[config.mk]
export PLATFORM = sky130hd
export DESIGN_NAME = sbd_core
export DESIGN_NICKNAME = d
export VERILOG_FILES = /design/src/logic/sbd_pkg.sv /design/src/logic/sbd_core.sv
export VERILOG_INCLUDE_DIRS = /design/src /design/src/logic
export SDC_FILE = /design/constraint.sdc
export NUM_CORES = 1
export LEC_CHECK = 0
export ABC_AREA = 1
export BUFFER_PORTS_ARGS = -buffer_cell sky130_fd_sc_hd__buf_2
export CAP_MARGIN = 20
export CORE_ASPECT_RATIO = 1.1
export CORE_UTILIZATION = 49
export CTS_BUF_LIST = sky130_fd_sc_hd__clkbuf_8
export DETAILED_ROUTE_END_ITERATION = 16
export PLACE_DENSITY = 0.78
export SYNTH_ARGS = -nofsm -noshare
export SYNTH_HDL_FRONTEND = slang
export SYNTH_SLANG_ARGS = --single-unit
[constraint.sdc]
create_clock -name aclk -period 1.95 [get_ports aclk]
set_input_delay 0.0975 -clock aclk [delete_from_list [all_inputs] [get_ports aclk]]
set_output_delay 0.0975 -clock aclk [all_outputs]
set_load 0.05 [all_outputs]
[src/logic/sbd_defs.svh]
`ifndef SBD_DEFS_SVH
`define SBD_DEFS_SVH
// register byte offsets
`define SBD_OFS_STATUS 8'h00
`define SBD_OFS_DATA 8'h04
`define SBD_OFS_CTRL 8'h08
`define SBD_OFS_IRQ_ST 8'h0c
`define SBD_OFS_IRQ_MASK 8'h10
// status bit positions
`define SBD_RX_FULL_BIT 7
`define SBD_TX_EMPTY_BIT 5
`define SBD_MODE_FAULT_FLAG_BIT 4
// reset values
`define SBD_DATA_RST 8'h00
`define SBD_CTRL_RST 4'h0
`define SBD_IRQ_RST 4'h0
// link timing: bus clock period and serial half period
`define SBD_CLK_NS 5
`define SBD_HALF_NS 20
`define SBD_HALF_CYC ((`SBD_HALF_NS + `SBD_CLK_NS - 1) / `SBD_CLK_NS)
// idle write reaches the shifter within this many bus cycles
`define SBD_IDLE_LOAD_CYC 2
// bus responses
`define SBD_RESP_OKAY 2'b00
`define SBD_RESP_SLVERR 2'b10
`endif

[src/logic/sbd_pkg.sv]
package sbd_pkg;
   // control register one fields, bit 3 down to bit 0
   typedef struct packed {
      logic tx_irq_enable;
      logic master_select;
      logic fault_enable;
      logic select_output_enable;
   } sbd_ctrl_t;
   // sticky interrupt events, bit 3 down to bit 0
   typedef struct packed {
      logic overrun;
      logic mode_fault;
      logic tx_empty;
      logic rx_full;
   } sbd_irq_t;
   // synchronised link pins
   typedef struct packed {
      logic ss_n;
      logic miso;
      logic mosi;
      logic sclk;
   } sbd_pins_t;
   // shifter states
   typedef enum logic {SBD_IDLE, SBD_RUN} sbd_state_t;
endpackage

[src/logic/sbd_core.sv]
// Implementation choices: the AXI4-Lite interface to the registers and the register addresses.
`timescale 1ns/1ps
`include "sbd_defs.svh"
// ====================================================
// What this block does
// - transfer completion sets receive full flag
// - status read then data read clears it
// - tx empty high with room, cleared by write
// - data write ignored unless status seen empty
// - tx irq when empty and enabled
// - buffer-to-shifter move sets tx empty
// - idle write reaches shifter within two cycles
// - queued byte reloads after transfer ends
// - master with select low sets mode fault
// - fault input only master, enabled, no output
// - status read then control write clears fault
// - data reads receive, writes transmit buffer
// - master starts transfer on buffered write
// - unread receive buffer means overrun, discard
module sbd_core (
   // clock and reset
   input wire logic aclk,
   input wire logic aresetn,
   // axi4-lite write channels
   input wire logic awvalid,
   output logic awready,
   input wire logic [7:0] awaddr,
   input wire logic [2:0] awprot,
   input wire logic wvalid,
   output logic wready,
   input wire logic [31:0] wdata,
   input wire logic [3:0] wstrb,
   output logic bvalid,
   input wire logic bready,
   output logic [1:0] bresp,
   // axi4-lite read channels
   input wire logic arvalid,
   output logic arready,
   input wire logic [7:0] araddr,
   input wire logic [2:0] arprot,
   output logic rvalid,
   input wire logic rready,
   output logic [31:0] rdata,
   output logic [1:0] rresp,
   // serial link pins
   input wire sbd_pkg::sbd_pins_t pins,
   output logic sclk_drive,
   output logic sclk_drive_en,
   output logic mosi_drive,
   output logic mosi_drive_en,
   output logic miso_drive,
   output logic miso_drive_en,
   output logic ss_n_drive,
   output logic ss_n_drive_en,
   // interrupts
   output logic irq,
   output logic tx_irq
);
   import sbd_pkg::*;

   // ====================================================
   // pin synchronisers
   sbd_pins_t sync1_reg, sync2_reg, sync3_reg;
   logic sclk_rise, sclk_fall;

   // two flops per pin, third for edges
   always_ff @(posedge aclk) begin
      if (!aresetn) begin
         sync1_reg <= 4'h8;
         sync2_reg <= 4'h8;
         sync3_reg <= 4'h8;
      end else begin
         sync1_reg <= pins;
         sync2_reg <= sync1_reg;
         sync3_reg <= sync2_reg;
      end
   end

   assign sclk_rise = sync2_reg.sclk & ~sync3_reg.sclk;
   assign sclk_fall = ~sync2_reg.sclk & sync3_reg.sclk;

   // ====================================================
   // state declarations
   sbd_ctrl_t ctrl_reg;
   sbd_irq_t irq_st_reg, irq_mask_reg, irq_ev;
   sbd_state_t state_reg;
   logic [7:0] rx_data_reg, tx_buf_reg, shift_reg;
   logic [7:0] div_cnt_reg;
   logic [2:0] bit_cnt_reg;
   logic tx_full_reg, rx_full_reg, mode_fault_flag_reg;
   logic rx_arm_reg, tx_arm_reg, mode_fault_flag_arm_reg;
   logic sclk_reg, samp_reg;
   logic wr_go, rd_go, wr_ok, data_wr, data_wr_ok, ctrl_wr, mask_wr;
   logic stat_rd, data_rd, irqst_rd, rx_clr, mode_fault_flag_clr;
   logic mode_fault_flag_en, mode_fault_flag_ev, load, tick, rise_ev, fall_ev, done, overrun;
   logic [7:0] rx_byte, status_byte;
   logic [31:0] rd_val;
   logic rd_err;

   // ====================================================
   // bus handshakes
   assign wr_go = awvalid & wvalid & ~bvalid;
   assign awready = wr_go;
   assign wready = wr_go;
   assign rd_go = arvalid & ~rvalid;
   assign arready = rd_go;

   // write decode, low byte lane carries the data
   assign wr_ok = wr_go & wstrb[0];
   assign data_wr = wr_ok & (awaddr == `SBD_OFS_DATA);
   assign ctrl_wr = wr_ok & (awaddr == `SBD_OFS_CTRL);
   assign mask_wr = wr_ok & (awaddr == `SBD_OFS_IRQ_MASK);
   assign data_wr_ok = data_wr & tx_arm_reg;

   // read decode
   assign stat_rd = rd_go & (araddr == `SBD_OFS_STATUS);
   assign data_rd = rd_go & (araddr == `SBD_OFS_DATA);
   assign irqst_rd = rd_go & (araddr == `SBD_OFS_IRQ_ST);

   // write response
   always_ff @(posedge aclk) begin
      if (!aresetn) begin
         bvalid <= 1'b0;
         bresp <= `SBD_RESP_OKAY;
      end else if (wr_go) begin
         bvalid <= 1'b1;
         case (awaddr)
            `SBD_OFS_STATUS, `SBD_OFS_DATA, `SBD_OFS_CTRL,
            `SBD_OFS_IRQ_ST, `SBD_OFS_IRQ_MASK: bresp <= `SBD_RESP_OKAY;
            default: bresp <= `SBD_RESP_SLVERR;
         endcase
      end else if (bready) begin
         bvalid <= 1'b0;
      end
   end

   // status byte image
   assign status_byte = {rx_full_reg, 1'b0, ~tx_full_reg, mode_fault_flag_reg, 4'h0};

   // read data mux
   always_comb begin
      rd_val = 32'h0;
      rd_err = 1'b0;
      case (araddr)
         `SBD_OFS_STATUS: rd_val = {24'h0, status_byte};
         `SBD_OFS_DATA: rd_val = {24'h0, rx_data_reg};
         `SBD_OFS_CTRL: rd_val = {28'h0, ctrl_reg};
         `SBD_OFS_IRQ_ST: rd_val = {28'h0, irq_st_reg};
         `SBD_OFS_IRQ_MASK: rd_val = {28'h0, irq_mask_reg};
         default: rd_err = 1'b1;
      endcase
   end

   // read response, data captured at address handshake
   always_ff @(posedge aclk) begin
      if (!aresetn) begin
         rvalid <= 1'b0;
         rdata <= 32'h0;
         rresp <= `SBD_RESP_OKAY;
      end else if (rd_go) begin
         rvalid <= 1'b1;
         rdata <= rd_val;
         rresp <= rd_err ? `SBD_RESP_SLVERR : `SBD_RESP_OKAY;
      end else if (rready) begin
         rvalid <= 1'b0;
      end
   end

   // ====================================================
   // control and mask registers
   always_ff @(posedge aclk) begin
      if (!aresetn) begin
         ctrl_reg <= `SBD_CTRL_RST;
         irq_mask_reg <= `SBD_IRQ_RST;
      end else begin
         if (ctrl_wr) begin
            ctrl_reg <= wdata[3:0];
         end
         if (mask_wr) begin
            irq_mask_reg <= wdata[3:0];
         end
      end
   end

   // ====================================================
   // shifter timing: master divider or slave pin edges
   assign tick = (state_reg == SBD_RUN) && (div_cnt_reg == 8'(`SBD_HALF_CYC - 1));
   assign rise_ev = ctrl_reg.master_select ? (tick & ~sclk_reg) : (sclk_rise & ~sync2_reg.ss_n);
   assign fall_ev = ctrl_reg.master_select ? (tick & sclk_reg) : (sclk_fall & ~sync2_reg.ss_n);
   assign done = (state_reg == SBD_RUN) & fall_ev & (bit_cnt_reg == 3'h7);
   assign rx_byte = {shift_reg[6:0], samp_reg};
   assign load = tx_full_reg & (state_reg == SBD_IDLE);

   // mode fault input qualification
   assign mode_fault_flag_en = ctrl_reg.master_select & ctrl_reg.fault_enable & ~ctrl_reg.select_output_enable;
   assign mode_fault_flag_ev = mode_fault_flag_en & ~sync2_reg.ss_n;

   // half period divider
   always_ff @(posedge aclk) begin
      if (!aresetn) begin
         div_cnt_reg <= 8'h00;
      end else if (state_reg != SBD_RUN || tick) begin
         div_cnt_reg <= 8'h00;
      end else begin
         div_cnt_reg <= div_cnt_reg + 8'h01;
      end
   end

   // shifter state machine
   always_ff @(posedge aclk) begin
      if (!aresetn) begin
         state_reg <= SBD_IDLE;
         bit_cnt_reg <= 3'h0;
         sclk_reg <= 1'b0;
         samp_reg <= 1'b0;
         shift_reg <= 8'h00;
      end else begin
         case (state_reg)
            SBD_IDLE: begin
               bit_cnt_reg <= 3'h0;
               sclk_reg <= 1'b0;
               if (load) begin
                  shift_reg <= tx_buf_reg;
               end
               if (ctrl_reg.master_select && load && !mode_fault_flag_ev) begin
                  state_reg <= SBD_RUN;
               end else if (!ctrl_reg.master_select && !sync2_reg.ss_n) begin
                  state_reg <= SBD_RUN;
               end
            end
            SBD_RUN: begin
               if (tick) begin
                  sclk_reg <= ~sclk_reg;
               end
               if (rise_ev) begin
                  samp_reg <= ctrl_reg.master_select ? sync2_reg.miso : sync2_reg.mosi;
               end
               if (fall_ev) begin
                  shift_reg <= rx_byte;
                  bit_cnt_reg <= bit_cnt_reg + 3'h1;
               end
               // abort on fault or deselect, finish after 8 bits
               if (done || mode_fault_flag_ev || (!ctrl_reg.master_select && sync2_reg.ss_n)) begin
                  state_reg <= SBD_IDLE;
                  sclk_reg <= 1'b0;
               end
            end
            default: state_reg <= SBD_IDLE;
         endcase
      end
   end

   // pin drivers
   assign sclk_drive = sclk_reg;
   assign sclk_drive_en = ctrl_reg.master_select;
   assign mosi_drive = shift_reg[7];
   assign mosi_drive_en = ctrl_reg.master_select;
   assign miso_drive = shift_reg[7];
   assign miso_drive_en = ~ctrl_reg.master_select & ~sync2_reg.ss_n;
   assign ss_n_drive = (state_reg != SBD_RUN);
   assign ss_n_drive_en = ctrl_reg.master_select & ctrl_reg.fault_enable & ctrl_reg.select_output_enable;

   // ====================================================
   // transmit buffer and empty flag
   always_ff @(posedge aclk) begin
      if (!aresetn) begin
         tx_full_reg <= 1'b0;
         tx_buf_reg <= `SBD_DATA_RST;
      end else if (data_wr_ok) begin
         tx_full_reg <= 1'b1;
         tx_buf_reg <= wdata[7:0];
      end else if (load) begin
         tx_full_reg <= 1'b0;
      end
   end

   // tx arming by status read with empty set
   always_ff @(posedge aclk) begin
      if (!aresetn) begin
         tx_arm_reg <= 1'b0;
      end else if (stat_rd && !tx_full_reg) begin
         tx_arm_reg <= 1'b1;
      end else if (data_wr) begin
         tx_arm_reg <= 1'b0;
      end
   end

   assign tx_irq = ~tx_full_reg & ctrl_reg.tx_irq_enable;

   // ====================================================
   // receive buffer and full flag
   assign rx_clr = data_rd & rx_arm_reg;
   assign overrun = done & rx_full_reg & ~rx_clr;

   always_ff @(posedge aclk) begin
      if (!aresetn) begin
         rx_full_reg <= 1'b0;
         rx_data_reg <= `SBD_DATA_RST;
      end else begin
         rx_full_reg <= done | (rx_full_reg & ~rx_clr);
         if (done && !overrun) begin
            rx_data_reg <= rx_byte;
         end
      end
   end

   // rx arming by status read with full set
   always_ff @(posedge aclk) begin
      if (!aresetn) begin
         rx_arm_reg <= 1'b0;
      end else if (stat_rd && rx_full_reg) begin
         rx_arm_reg <= 1'b1;
      end else if (rx_clr) begin
         rx_arm_reg <= 1'b0;
      end
   end

   // ====================================================
   // mode fault flag, set wins over clear
   assign mode_fault_flag_clr = ctrl_wr & mode_fault_flag_arm_reg;

   always_ff @(posedge aclk) begin
      if (!aresetn) begin
         mode_fault_flag_reg <= 1'b0;
         mode_fault_flag_arm_reg <= 1'b0;
      end else begin
         mode_fault_flag_reg <= mode_fault_flag_ev | (mode_fault_flag_reg & ~mode_fault_flag_clr);
         if (stat_rd && mode_fault_flag_reg) begin
            mode_fault_flag_arm_reg <= 1'b1;
         end else if (ctrl_wr) begin
            mode_fault_flag_arm_reg <= 1'b0;
         end
      end
   end

   // ====================================================
   // sticky interrupt status, cleared by reading it
   assign irq_ev = '{overrun: overrun, mode_fault: mode_fault_flag_ev & ~mode_fault_flag_reg,
                     tx_empty: load, rx_full: done & ~overrun};

   always_ff @(posedge aclk) begin
      if (!aresetn) begin
         irq_st_reg <= `SBD_IRQ_RST;
      end else begin
         irq_st_reg <= (irq_st_reg & ~(irqst_rd ? irq_st_reg : 4'h0)) | irq_ev;
      end
   end

   assign irq = |(irq_st_reg & irq_mask_reg);
endmodule // sbd_core

==> summary.txt, run 1 <==
Logic synthesis
  – Post-Syn Instances: between 400 and 500
  – Area leader, netlist: dfxtp_1
  – Top cell type's share of synthesized area: 0.427
  – Yosys reg bits: 77
  – Mapped Area: about 3600 µm²
  – Warnings from Yosys: 0
  – Sequential element share of the synthesized area: 0.427
  – Yosys cell types: 38
  – Synth Area per Inst: between 7 and 8 µm²
  – Ranking of synthesized cells by area: dfxtp_1 43%, nand2_1 9.7%, buf_4 6.7%

Setup path
  – Crit-path leading delay family: simple AND/OR/NAND/NOR gates
  – Setup CP Type: reg2reg
  – Reg-to-reg critical path startpoint: div_cnt_reg[0]
  – Critical Path Start: div_cnt_reg[0]
  – Nature of the critical path endpoint: flop
  – WP buf/inv: 1
  – Setup crit start kind: flop
  – Cell-by-cell trace of the critical path: ha_1 > nand2_1 > nor2_2 > nand3_2 > nand2_2 > nand2_1 > nand2_2 > inv_2 > nor2_1 > nor2_1
  – Critical Path Fanout Max: 9
  – Crit path arrival time: between 1500 and 2000 ps
  – Crit path required time: ~2200 ps
  – CP max stage delay: roughly 360 ps
  – Slowest-stage cell, CP: dfxtp_1

Power
  – Sw Ratio: 0.263
  – Leak: 1.77 nW
  – IR drop worst, VDD: around 0.46 mV
  – Combinational group share of total power: 0.103
  – Switch Pwr: around 0.85 mW
  – Part of the power in registers: 0.496
  – Power Internal: between 2 and 2.5 mW
  – Clock network power share: 0.401
  – Pwr per Cell Area: 778 nW/µm²

Die
  – Die Ht: just over 90 µm
  – Starting density of the core: 0.510
  – Core area: around 7100 µm²
  – IO Pins: 120
  – DIE AREA: roughly 7700 µm²
  – Site row count: 32
  – Die Wd: roughly 84 µm

Route
  – Routed via count: 3240
  – Wire per inst: 11.7 µm
  – Initial DRC Count: roughly 160
  – DRC viols: 16
  – Drt total wl: 7520 µm
  – DRT antenna net count: 0
  – Via/cell ratio: between 5 and 6
  – Pre-antenna DRT Iters: 10

Job
  – Maxcap violations: 0

GRT
  – Largest net degree at the start of global routing: just over 40
  – Vias in the first global route: approximately 3000
  – Antenna violations before repair: 0
  – Met1 usage: 0.241
  – Grt ovf: 0
  – First-pass GRT wire length: 12900 µm
  – Top Usage Layer GRT: met2
  – Grt met2 use: 0.370
  – Tot GR Track Use: 0.211
  – Grt met3 use: 0.0405

Timing
  – RSZ-0062 raised after global routing: false
  – Setup ws final: roughly 350 ps
  – Setup Viol. Count Final: 0
  – Clock Skew: approximately 9 ps
  – Slew HR: 0.667
  – Min Tclk post-route: approximately 1600 ps
  – Final Max Tran Viols: 0
  – Final hold violation count: 0
  – Final worst path period share: 0.821
  – Worst slew pin tran: approximately 490 ps
  – Highest Clock Rate: ~0.62 GHz
  – Setup TNS: 0 ps

CTS
  – Clk_lat worst skew: between 300 and 400 ps
  – CTS clock-pin slew for the worst setup and hold paths: approximately 80 ps
  – Root Buffer: clkbuf_8
  – CTS tree: done
  – Total clock sinks: between 70 and 80
  – CTS H-tree depth: 3
  – TritonCTS Buffers: 9
  – Max Root-Sink Buffers: 2
  – Gates resized, CTS repair: 0

Status
  – Status: finished with violations
  – Failing checks: DRC

Cells and area
  – Area growth, synth to finish: 14.6%
  – Share of layout cells above drive strength 1: 0.193
  – Fin nets: approximately 630
  – Commonest cells after routing, fill and taps aside: 93 x nand2_1, 77 x dfxtp_1, 62 x nor2_1, 60 x buf_2, 51 x inv_1
  – Most common cell after layout, fill and taps aside: nand2_1
  – Antenna diodes: 0

Placed design
  – Number of port buffers: 60
  – GP Congestion: around 0.86
  – DPL Wire Length: roughly 5600 µm
  – Dpl ws: 375 ps

Min path
  – Worst Hold Launch: wdata[7]
  – Hold/Removal Path Class: in2reg
worst paths after layout:
path | to | slack (ps) | cells past startpoint
setup / recovery | shift_reg[5] | 350 | 10
setup reg to reg | shift_reg[5] | 350 | 10
hold / removal | tx_buf_reg[7] | 10 | 3
hold reg to reg | sync2_reg[0] | 420 | 2
routing by layer:
layer | vias to the layer above | part of all wire
li1 | 1657 | -
met1 | 1484 | 0.44
met2 | 82 | 0.49
met3 | 17 | 0.042
met4 | 0 | 0.026
met5 | - | 0
repair_timing:
item | 4_1_cts | 5_1_grt
hold buffers | 6 | 0
hold endpoints to repair | 6 | 0
setup buffers | 0 | 0
setup endpoints to repair | 0 | 0
power groups by stage:
stage | combinational (mW) | sequential, mW | clock (mW)
CTS | 0.330 | 1.60 | 1.31
floorplan | 0.267 | 1.65 | 0
finish | 0.330 | 1.60 | 1.29
global placement | 0.315 | 1.63 | 0
detailed placement | 0.321 | 1.63 | 0
global route | 0.355 | 1.60 | 1.38
synth_stat cells:
master and count:
nor2_1 63, o211ai_1 1, xnor2_1 1, nor4_2 1, nor3b_1 2, a31oi_1 3
nor2_2 2, a21oi_1 40, clkinv_1 1, nor3_2 2, nand2_2 3, a22o_1 1
o31ai_1 1, buf_1 1, o21a_1 1, clkbuf_1 10, nor3_1 5, inv_1 50
xor2_1 2, or2_1 1, o22ai_1 1, inv_2 5, nor2_4 4, o21ai_0 37
nand3_2 3, or2_2 2, a21oi_2 1, nor2_8 1, conb_1 1, o21ai_1 1
buf_2 3, buf_4 32, ha_1 3, nand2_1 93, nand4_1 17, dfxtp_1 77
nand3_4 2, nand3_1 19
kinds of logic (layout without fill, tap and decap cells):
logic type / after synthesis / in the layout / share of synthesized area
fa+ha+maj: 3 / 3 / 0.0104
simple gates: 220 / 220 / 0.288
xor+xnor: 3 / 3 / 0.00728
buf+inv: 102 / 144 / 0.140
flops: 77 / 77 / 0.427
other cells: 1 / 26 / 0.00104
compound gates: 87 / 87 / 0.126
worst register-to-register path: stages, from the launching register on:
cell     delay, ps
dfxtp_1        360
ha_1           200
nand2_1         80
nor2_2         150
nand3_2        100
nand2_2        120
nand2_1         70
nand2_2        150
inv_2          110
nor2_1         100
nor2_1          60
cell type report:
type                            count  area [µm²]
Clock buffer                        9         124
Clock inverter                      7        91.3
Fill cell                         673        2950
Inverter                           56         210
Multi-Input combinational cell    339        1660
Sequential cell                    77        1540
Tap cell                           85         106
Timing Repair Buffer               72         405
metrics by stage:
step / std cells / cell area (µm²) / hold slack, ps / utilization / power [mW]
5_1_grt: 645 / 4140 / 22.1 / 0.584 / 3.33
6_report: 645 / 4140 / 14.7 / 0.584 / 3.22
3_3_place_gp: 623 / 3860 / 277 / 0.545 / 1.95
4_1_cts: 645 / 4140 / 14.0 / 0.584 / 3.24
3_5_place_dp: 623 / 3860 / 280 / 0.545 / 1.95
2_1_floorplan: 518 / 3710 / 195 / - / 1.92
Note: power is estimated with default switching activity, not from simulation.
==> run 2, diff against run 1 <==
--- a/config.mk
+++ b/config.mk
@@ -10,7 +10,7 @@
 export BUFFER_PORTS_ARGS = -buffer_cell sky130_fd_sc_hd__buf_2
 export CAP_MARGIN = 20
 export CORE_ASPECT_RATIO = 1.1
-export CORE_UTILIZATION = 49
+export CORE_UTILIZATION = 47
 export CTS_BUF_LIST = sky130_fd_sc_hd__clkbuf_8
 export DETAILED_ROUTE_END_ITERATION = 16
 export PLACE_DENSITY = 0.78
==> constraint.sdc (replaced) <==
create_clock -name aclk -period 1.45 [get_ports aclk]
set_input_delay 0.0725 -clock aclk [delete_from_list [all_inputs] [get_ports aclk]]
set_output_delay 0.0725 -clock aclk [all_outputs]
set_load 0.05 [all_outputs]
==> run 2 against run 1 <==
Compared with the run above: the run now ends clean; final area rose by 6.1%; power rose by 24%; clock power rose by 7%; largest power group unchanged; critical path depth fell by 1; first-iteration DRC count rose by 2.5%; sequential share of layout area fell by 1.8 points; cell count rose by 3.6%; die area rose by 4.2%.
==> summary.txt, run 2 (synthesis results as in run 1) <==
Placed design
  – Number of instances in the placed design: 639 (+2.6%)
  – GP Congestion: 0.836 (-3.1%)
  – DPL Wire Length: 5970 µm (+7.2%)
  – Placed Area: 4000 µm² (+3.6%)
  – Number of port buffers: 60 (unchanged)
  – Dpl ws: -97.7 ps (-472 ps)

Die
  – DIE AREA: 8040 µm² (+4.2%)
  – Core area: 7430 µm² (+4.9%)
  – Starting density of the core: 0.486 (-0.0237)
  – Die Ht: 93.9 µm (+2.1%)
  – Die Wd: 85.6 µm (+2.1%)
  – Site row count: 33 (+3.1%)
  – IO Pins: 120 (unchanged)

Setup path
  – Critical Path Fanout Max: 5 (-4)
  – Nature of the critical path endpoint: flop
  – Setup CP Type: reg2reg
  – Crit path required time: 1740 ps (-460 ps)
  – Setup crit start kind: flop
  – Crit path arrival time: 1690 ps (-160 ps)

Cells and area
  – Commonest cells after routing, fill and taps aside: 89 x nand2_1, 67 x dfxtp_1, 59 x buf_2, 57 x nor2_1, 51 x inv_1
  – Post-Layout Cell Count: 668 (+3.6%)
  – Share of layout cells above drive strength 1: 0.253 (+0.0602)
  – Post-layout instance area: 4390 µm² (+6.1%)
  – Fin nets: 649 (+3.5%)
  – Finished Core Util: 0.591 (+0.00705)
  – Antenna diodes: 0 (unchanged)
  – Area growth, synth to finish: 21.6%
  – Most common cell after layout, fill and taps aside: nand2_1

Status
  – Status: finished clean

GRT
  – First-pass GRT wire length: 13500 µm (+4.2%)
  – Vias in the first global route: 3156 (+5.8%)
  – Antenna violations before repair: 0 (unchanged)
  – Grt ovf: 0 (unchanged)
  – Largest net degree at the start of global routing: 30 (-27%)
  – Tot GR Track Use: 0.216 (+0.00514)

Timing
  – Highest Clock Rate: 0.715 GHz (+14%)
  – WHS: 7.72 ps (-6.93 ps)
  – Final Max Tran Viols: 0 (unchanged)
  – RSZ-0062 raised after global routing: true
  – Clock Skew: 10.0 ps (+1.14 ps)
  – Setup TNS: 0 ps (unchanged)
  – Final worst path period share: 0.965 (+0.144)
  – Setup Viol. Count Final: 0 (unchanged)
  – Min Tclk post-route: 1400 ps (-202 ps)
  – Setup ws final: 50.5 ps (-298 ps)
  – Final hold violation count: 0 (unchanged)

CTS
  – Root Buffer: clkbuf_8
  – CTS clock-pin slew for the worst setup and hold paths: 70 ps (about the same)
  – Max Root-Sink Buffers: 2 (unchanged)
  – CTS H-tree depth: 3 (unchanged)
  – TritonCTS Buffers: 9 (unchanged)
  – Clk_lat worst skew: 360 ps (about the same)
  – Total clock sinks: 77 (unchanged)
  – CTS tree: done

Route
  – DRC viols: 0 (-16)
  – Via/cell ratio: 5.05 (+0.46%)
  – Routed via count: 3371 (+4.0%)
  – DRT antenna net count: 0 (unchanged)
  – Drt total wl: 8130 µm (+8.1%)
  – Wire per inst: 12.2 µm (+4.4%)
  – Initial DRC Count: 165 (+2.5%)
  – Pre-antenna DRT Iters: 4 (-6)

Power
  – IR drop worst, VDD: 0.580 mV (+27%)
  – Total power: 3.99 mW (+24%)
  – Pwr per Cell Area: 909 nW/µm² (+17%)
  – Leak: 1.91 nW (+8.0%)

Job
  – Maxcap violations: 0 (unchanged)

Min path
  – Hold/Removal Path Class: in2reg
-- run 2: cell count changes in the layout (fill, tap and decap cells not counted), moves of 3 or more --
cell,previous run,this run
buf_4,6,23
nand2_1,93,89
dfxtp_1,77,67
dlygate4sd3_1,6,9
nor2_4,4,8
nand2_4,0,4
nor2_1,62,57
dfxtp_2,0,8
-- run 2: path summary, 6_finish.rpt --
check,cells after the start,slack (ps),to,from
hold / removal,3,8,tx_buf_reg[4],wdata[4]
hold reg to reg,2,410,sync2_reg[1],sync1_reg[1]
setup reg to reg,9,50,irq_st_reg[0],div_cnt_reg[0]
setup / recovery,9,50,irq_st_reg[0],div_cnt_reg[0]
-- run 2: area by class of cell --
type,count,area (µm²)
multi-input combinational,341,1780
fill,681,3040
clock inverter,5,21.3
inverter,56,216
clock buffer,10,138
sequential,77,1560
timing repair buffer,92,569
tap,87,109
-- run 2: critical path, cell delays in order, from the launching register on --
cell and delay, ps:
dfxtp_2 360, ha_4 150, nand2_4 50, nor2_4 130, nand3_4 100, nand2_4 100
nand3_4 140, nor2_4 170, inv_2 50, a21oi_2 90
-- run 2: repair_timing --
| action | in CTS | in global routing |
|---|---|---|
| setup buffers | 1 | 1 |
| endpoints found under the hold margin | 9 | 0 |
| hold buffers | 9 | 0 |
| setup endpoints to repair | 17 | 28 |
| resized for setup | 9 | 22 |
| pin swaps | 6 | 17 |
| cloned | 2 | 1 |
-- run 2: metal layers --
layer  vias to the layer above  routed length [µm]  global-route usage
met5                         -                   0                   0
met4                         0                 189              0.0778
met3                        18                 397              0.0571
met2                        97                4070               0.396
met1                      1549                3470               0.238
li1                       1707                   -                   -
-- run 2: report_power, final --
part / internal, mW / leakage (nW) / switching (mW)
logic: 0.114 / 1.19 / 0.354
clock network: 0.634 / 0.0957 / 0.741
registers: 2.13 / 0.628 / 0.0146
total: 2.88 / 1.91 / 1.11
==> run 3, diff against run 2 <==
--- a/config.mk
+++ b/config.mk
@@ -7,6 +7,7 @@
 export NUM_CORES = 1
 export LEC_CHECK = 0
 export ABC_AREA = 1
+export ABC_CLOCK_PERIOD_IN_PS = 1450
 export BUFFER_PORTS_ARGS = -buffer_cell sky130_fd_sc_hd__buf_2
 export CAP_MARGIN = 20
 export CORE_ASPECT_RATIO = 1.1
@@ -14,6 +15,7 @@
 export CTS_BUF_LIST = sky130_fd_sc_hd__clkbuf_8
 export DETAILED_ROUTE_END_ITERATION = 16
 export PLACE_DENSITY = 0.78
+export REMOVE_ABC_BUFFERS = 1
 export SYNTH_ARGS = -nofsm -noshare
 export SYNTH_HDL_FRONTEND = slang
 export SYNTH_SLANG_ARGS = --single-unit
==> run 3 against run 2 <==
Compared with the run above: the run now ends with setup timing left; clock skew barely moved; core utilization rose by 0.54 points; global-route usage fell by 0.30 points; die area did not move; cell count rose by 0.15%; final area rose by 0.91%.
==> summary.txt, run 3 (synthesis results as in run 1) <==
Setup path
  – Crit path arrival time: 1710 ps (+20 ps)
  – Crit path required time: 1700 ps (-40 ps)
  – CP max stage delay: 360 ps (about the same)
  – Setup crit start kind: flop
  – Reg-to-reg critical path startpoint: div_cnt_reg[0]
  – Cell-by-cell trace of the critical path: ha_4 > nand2_4 > nor2_4 > nand3_4 > a21oi_4 > buf_6 > nand4_1 > nand2_1 > nor2_1
  – Setup CP Type: reg2reg
  – Critical Path Fanout Max: 6 (+1)
  – Nature of the critical path endpoint: flop
  – R2R setup slack: -10 ps (-60 ps)
  – Slowest-stage cell, CP: dfxtp_2
  – R2R depth: 9 (unchanged)
  – R2r endpoint: rx_data_reg[0]

Min path
  – Worst hold path depth: 3 (unchanged)
  – WHS Endpoint: tx_buf_reg[6]
  – Worst Hold Launch: wdata[6]
  – Hold/Removal Path Class: in2reg

Cells and area
  – Finished Core Util: 0.596 (+0.00539)
  – Area growth, synth to finish: 22.7%
  – Post-Layout Cell Count: 669 (+0.15%)
  – Commonest cells after routing, fill and taps aside: 90 x nand2_1, 69 x dfxtp_1, 59 x buf_2, 58 x nor2_1, 51 x inv_1
  – Most common cell after layout, fill and taps aside: nand2_1
  – Post-layout instance area: 4430 µm² (+0.91%)
  – Fin nets: 650 (+0.15%)
  – Antenna diodes: 0 (unchanged)
  – Share of layout cells above drive strength 1: 0.258 (+0.00472)

CTS
  – Total clock sinks: 77 (unchanged)
  – TritonCTS Buffers: 9 (unchanged)
  – Max Root-Sink Buffers: 2 (unchanged)
  – CTS tree: done
  – Root Buffer: clkbuf_8
  – Clk_lat worst skew: 350 ps (about the same)
  – CTS clock-pin slew for the worst setup and hold paths: 70 ps (about the same)
  – CTS H-tree depth: 3 (unchanged)

Placed design
  – DPL Wire Length: 5990 µm (+0.23%)
  – Placed Area: 3950 µm² (-1.3%)
  – GP Congestion: 0.860 (+2.8%)
  – Number of instances in the placed design: 637 (-0.31%)
  – Number of port buffers: 60 (unchanged)

Route
  – Via/cell ratio: 5.01 (-0.74%)
  – Initial DRC Count: 192 (+16%)
  – DRT antenna net count: 0 (unchanged)
  – DRC viols: 0 (unchanged)
  – Pre-antenna DRT Iters: 4 (unchanged)
  – Drt total wl: 8510 µm (+4.7%)
  – Routed via count: 3351 (-0.59%)
  – Wire per inst: 12.7 µm (+4.5%)

GRT
  – Vias in the first global route: 3033 (-3.9%)
  – Tot GR Track Use: 0.213 (-0.00303)
  – Antenna violations before repair: 0 (unchanged)
  – Largest net degree at the start of global routing: 30 (unchanged)
  – First-pass GRT wire length: 13400 µm (-0.46%)
  – Grt ovf: 0 (unchanged)

Timing
  – Final worst path period share: 1.01 (+0.0428)
  – RSZ-0062 raised after global routing: true
  – Min Tclk post-route: 1460 ps (+62.1 ps)
  – Final hold violation count: 0 (unchanged)
  – Highest Clock Rate: 0.684 GHz (-4.2%)
  – Setup Viol. Count Final: 2 (+2)
  – Setup ws final: -11.7 ps (-62.1 ps)
  – Final Max Tran Viols: 0 (unchanged)
  – Clock Skew: 10.5 ps (+0.500 ps)

Job
  – Maxcap violations: 0 (unchanged)

Status
  – Failing checks: setup timing
  – Status: finished with violations

Die
  – DIE AREA: 8040 µm² (unchanged)
  – Site row count: 33 (unchanged)
  – Die Ht: 93.9 µm (unchanged)
  – Core area: 7430 µm² (unchanged)
  – IO Pins: 120 (unchanged)
  – Starting density of the core: 0.486 (unchanged)
  – Die Wd: 85.6 µm (unchanged)

Power
  – IR drop worst, VDD: 0.580 mV (about the same)
  – Leak: 1.92 nW (+0.33%)
  – Pwr per Cell Area: 936 nW/µm² (+3.0%)
==> run 3: worst max path at each step <==
stage	startpoint	end	slack, ps	cells after the start
after floorplan	mosi_drive_en	rx_data_reg[0]	-1180	6
after global placement	div_cnt_reg[0]	shift_reg[7]	-30	10
after detailed placement	div_cnt_reg[0]	shift_reg[6]	-140	10
after CTS	div_cnt_reg[5]	irq_st_reg[0]	0.2	9
after global routing	div_cnt_reg[0]	shift_reg[5]	-70	10
final	div_cnt_reg[0]	rx_data_reg[0]	-10	9
==> run 3: repair_timing <==
action	4_1_cts	5_1_grt
setup endpoints to repair	21	45
resized for setup	15	35
setup buffers	6	1
endpoints found under the hold margin	8	0
cloned	1	1
pin swaps	7	20
hold buffers	8	0
==> run 3: worst max-delay path: cells and delay by family, from the launching register on <==
| kind | cells | cell delay, ps |
|---|---|---|
| AOI/OAI and AO/OA | 1 | 200 |
| adders and majority gates | 1 | 150 |
| buffers and inverters | 1 | 150 |
| DFF | 1 | 360 |
| and+or+nand+nor | 6 | 520 |
==> run 3: cell type report <==
cell class                 instances  area [µm²]
fill                             659        3000
multi-input combinational        340        1790
sequential                        77        1550
timing repair buffer              94         589
inverter                          56         213
clock buffer                       9         124
tap                               87         109
clock inverter                     6        56.3
==> run 3: stage by stage <==
step	TNS (ps)	hold slack, ps	worst slack [ps]	power (mW)
6_report	-13.8	8.40	-11.7	4.15
5_1_grt	-992	15.5	-74.7	4.30
4_1_cts	0	2.64	0.153	4.15
3_5_place_dp	-1470	263	-139	2.64
3_3_place_gp	-197	255	-32.7	2.63
2_1_floorplan	-45800	166	-1180	2.50
==> run 3: routing by layer <==
metal  up-vias  wire length (µm)  GRT usage
met4         0               141     0.0889
met2       101              4320      0.388
met5         -                 0          0
li1       1711                 -          -
met1      1527              3680      0.241
met3        12               368     0.0413
==> run 3: where the power goes <==
group	internal, mW	switching, mW	total [mW]
logic	0.113	0.358	0.471
registers	2.14	0.0144	2.15
clock network	0.770	0.758	1.53
total	3.02	1.13	4.15
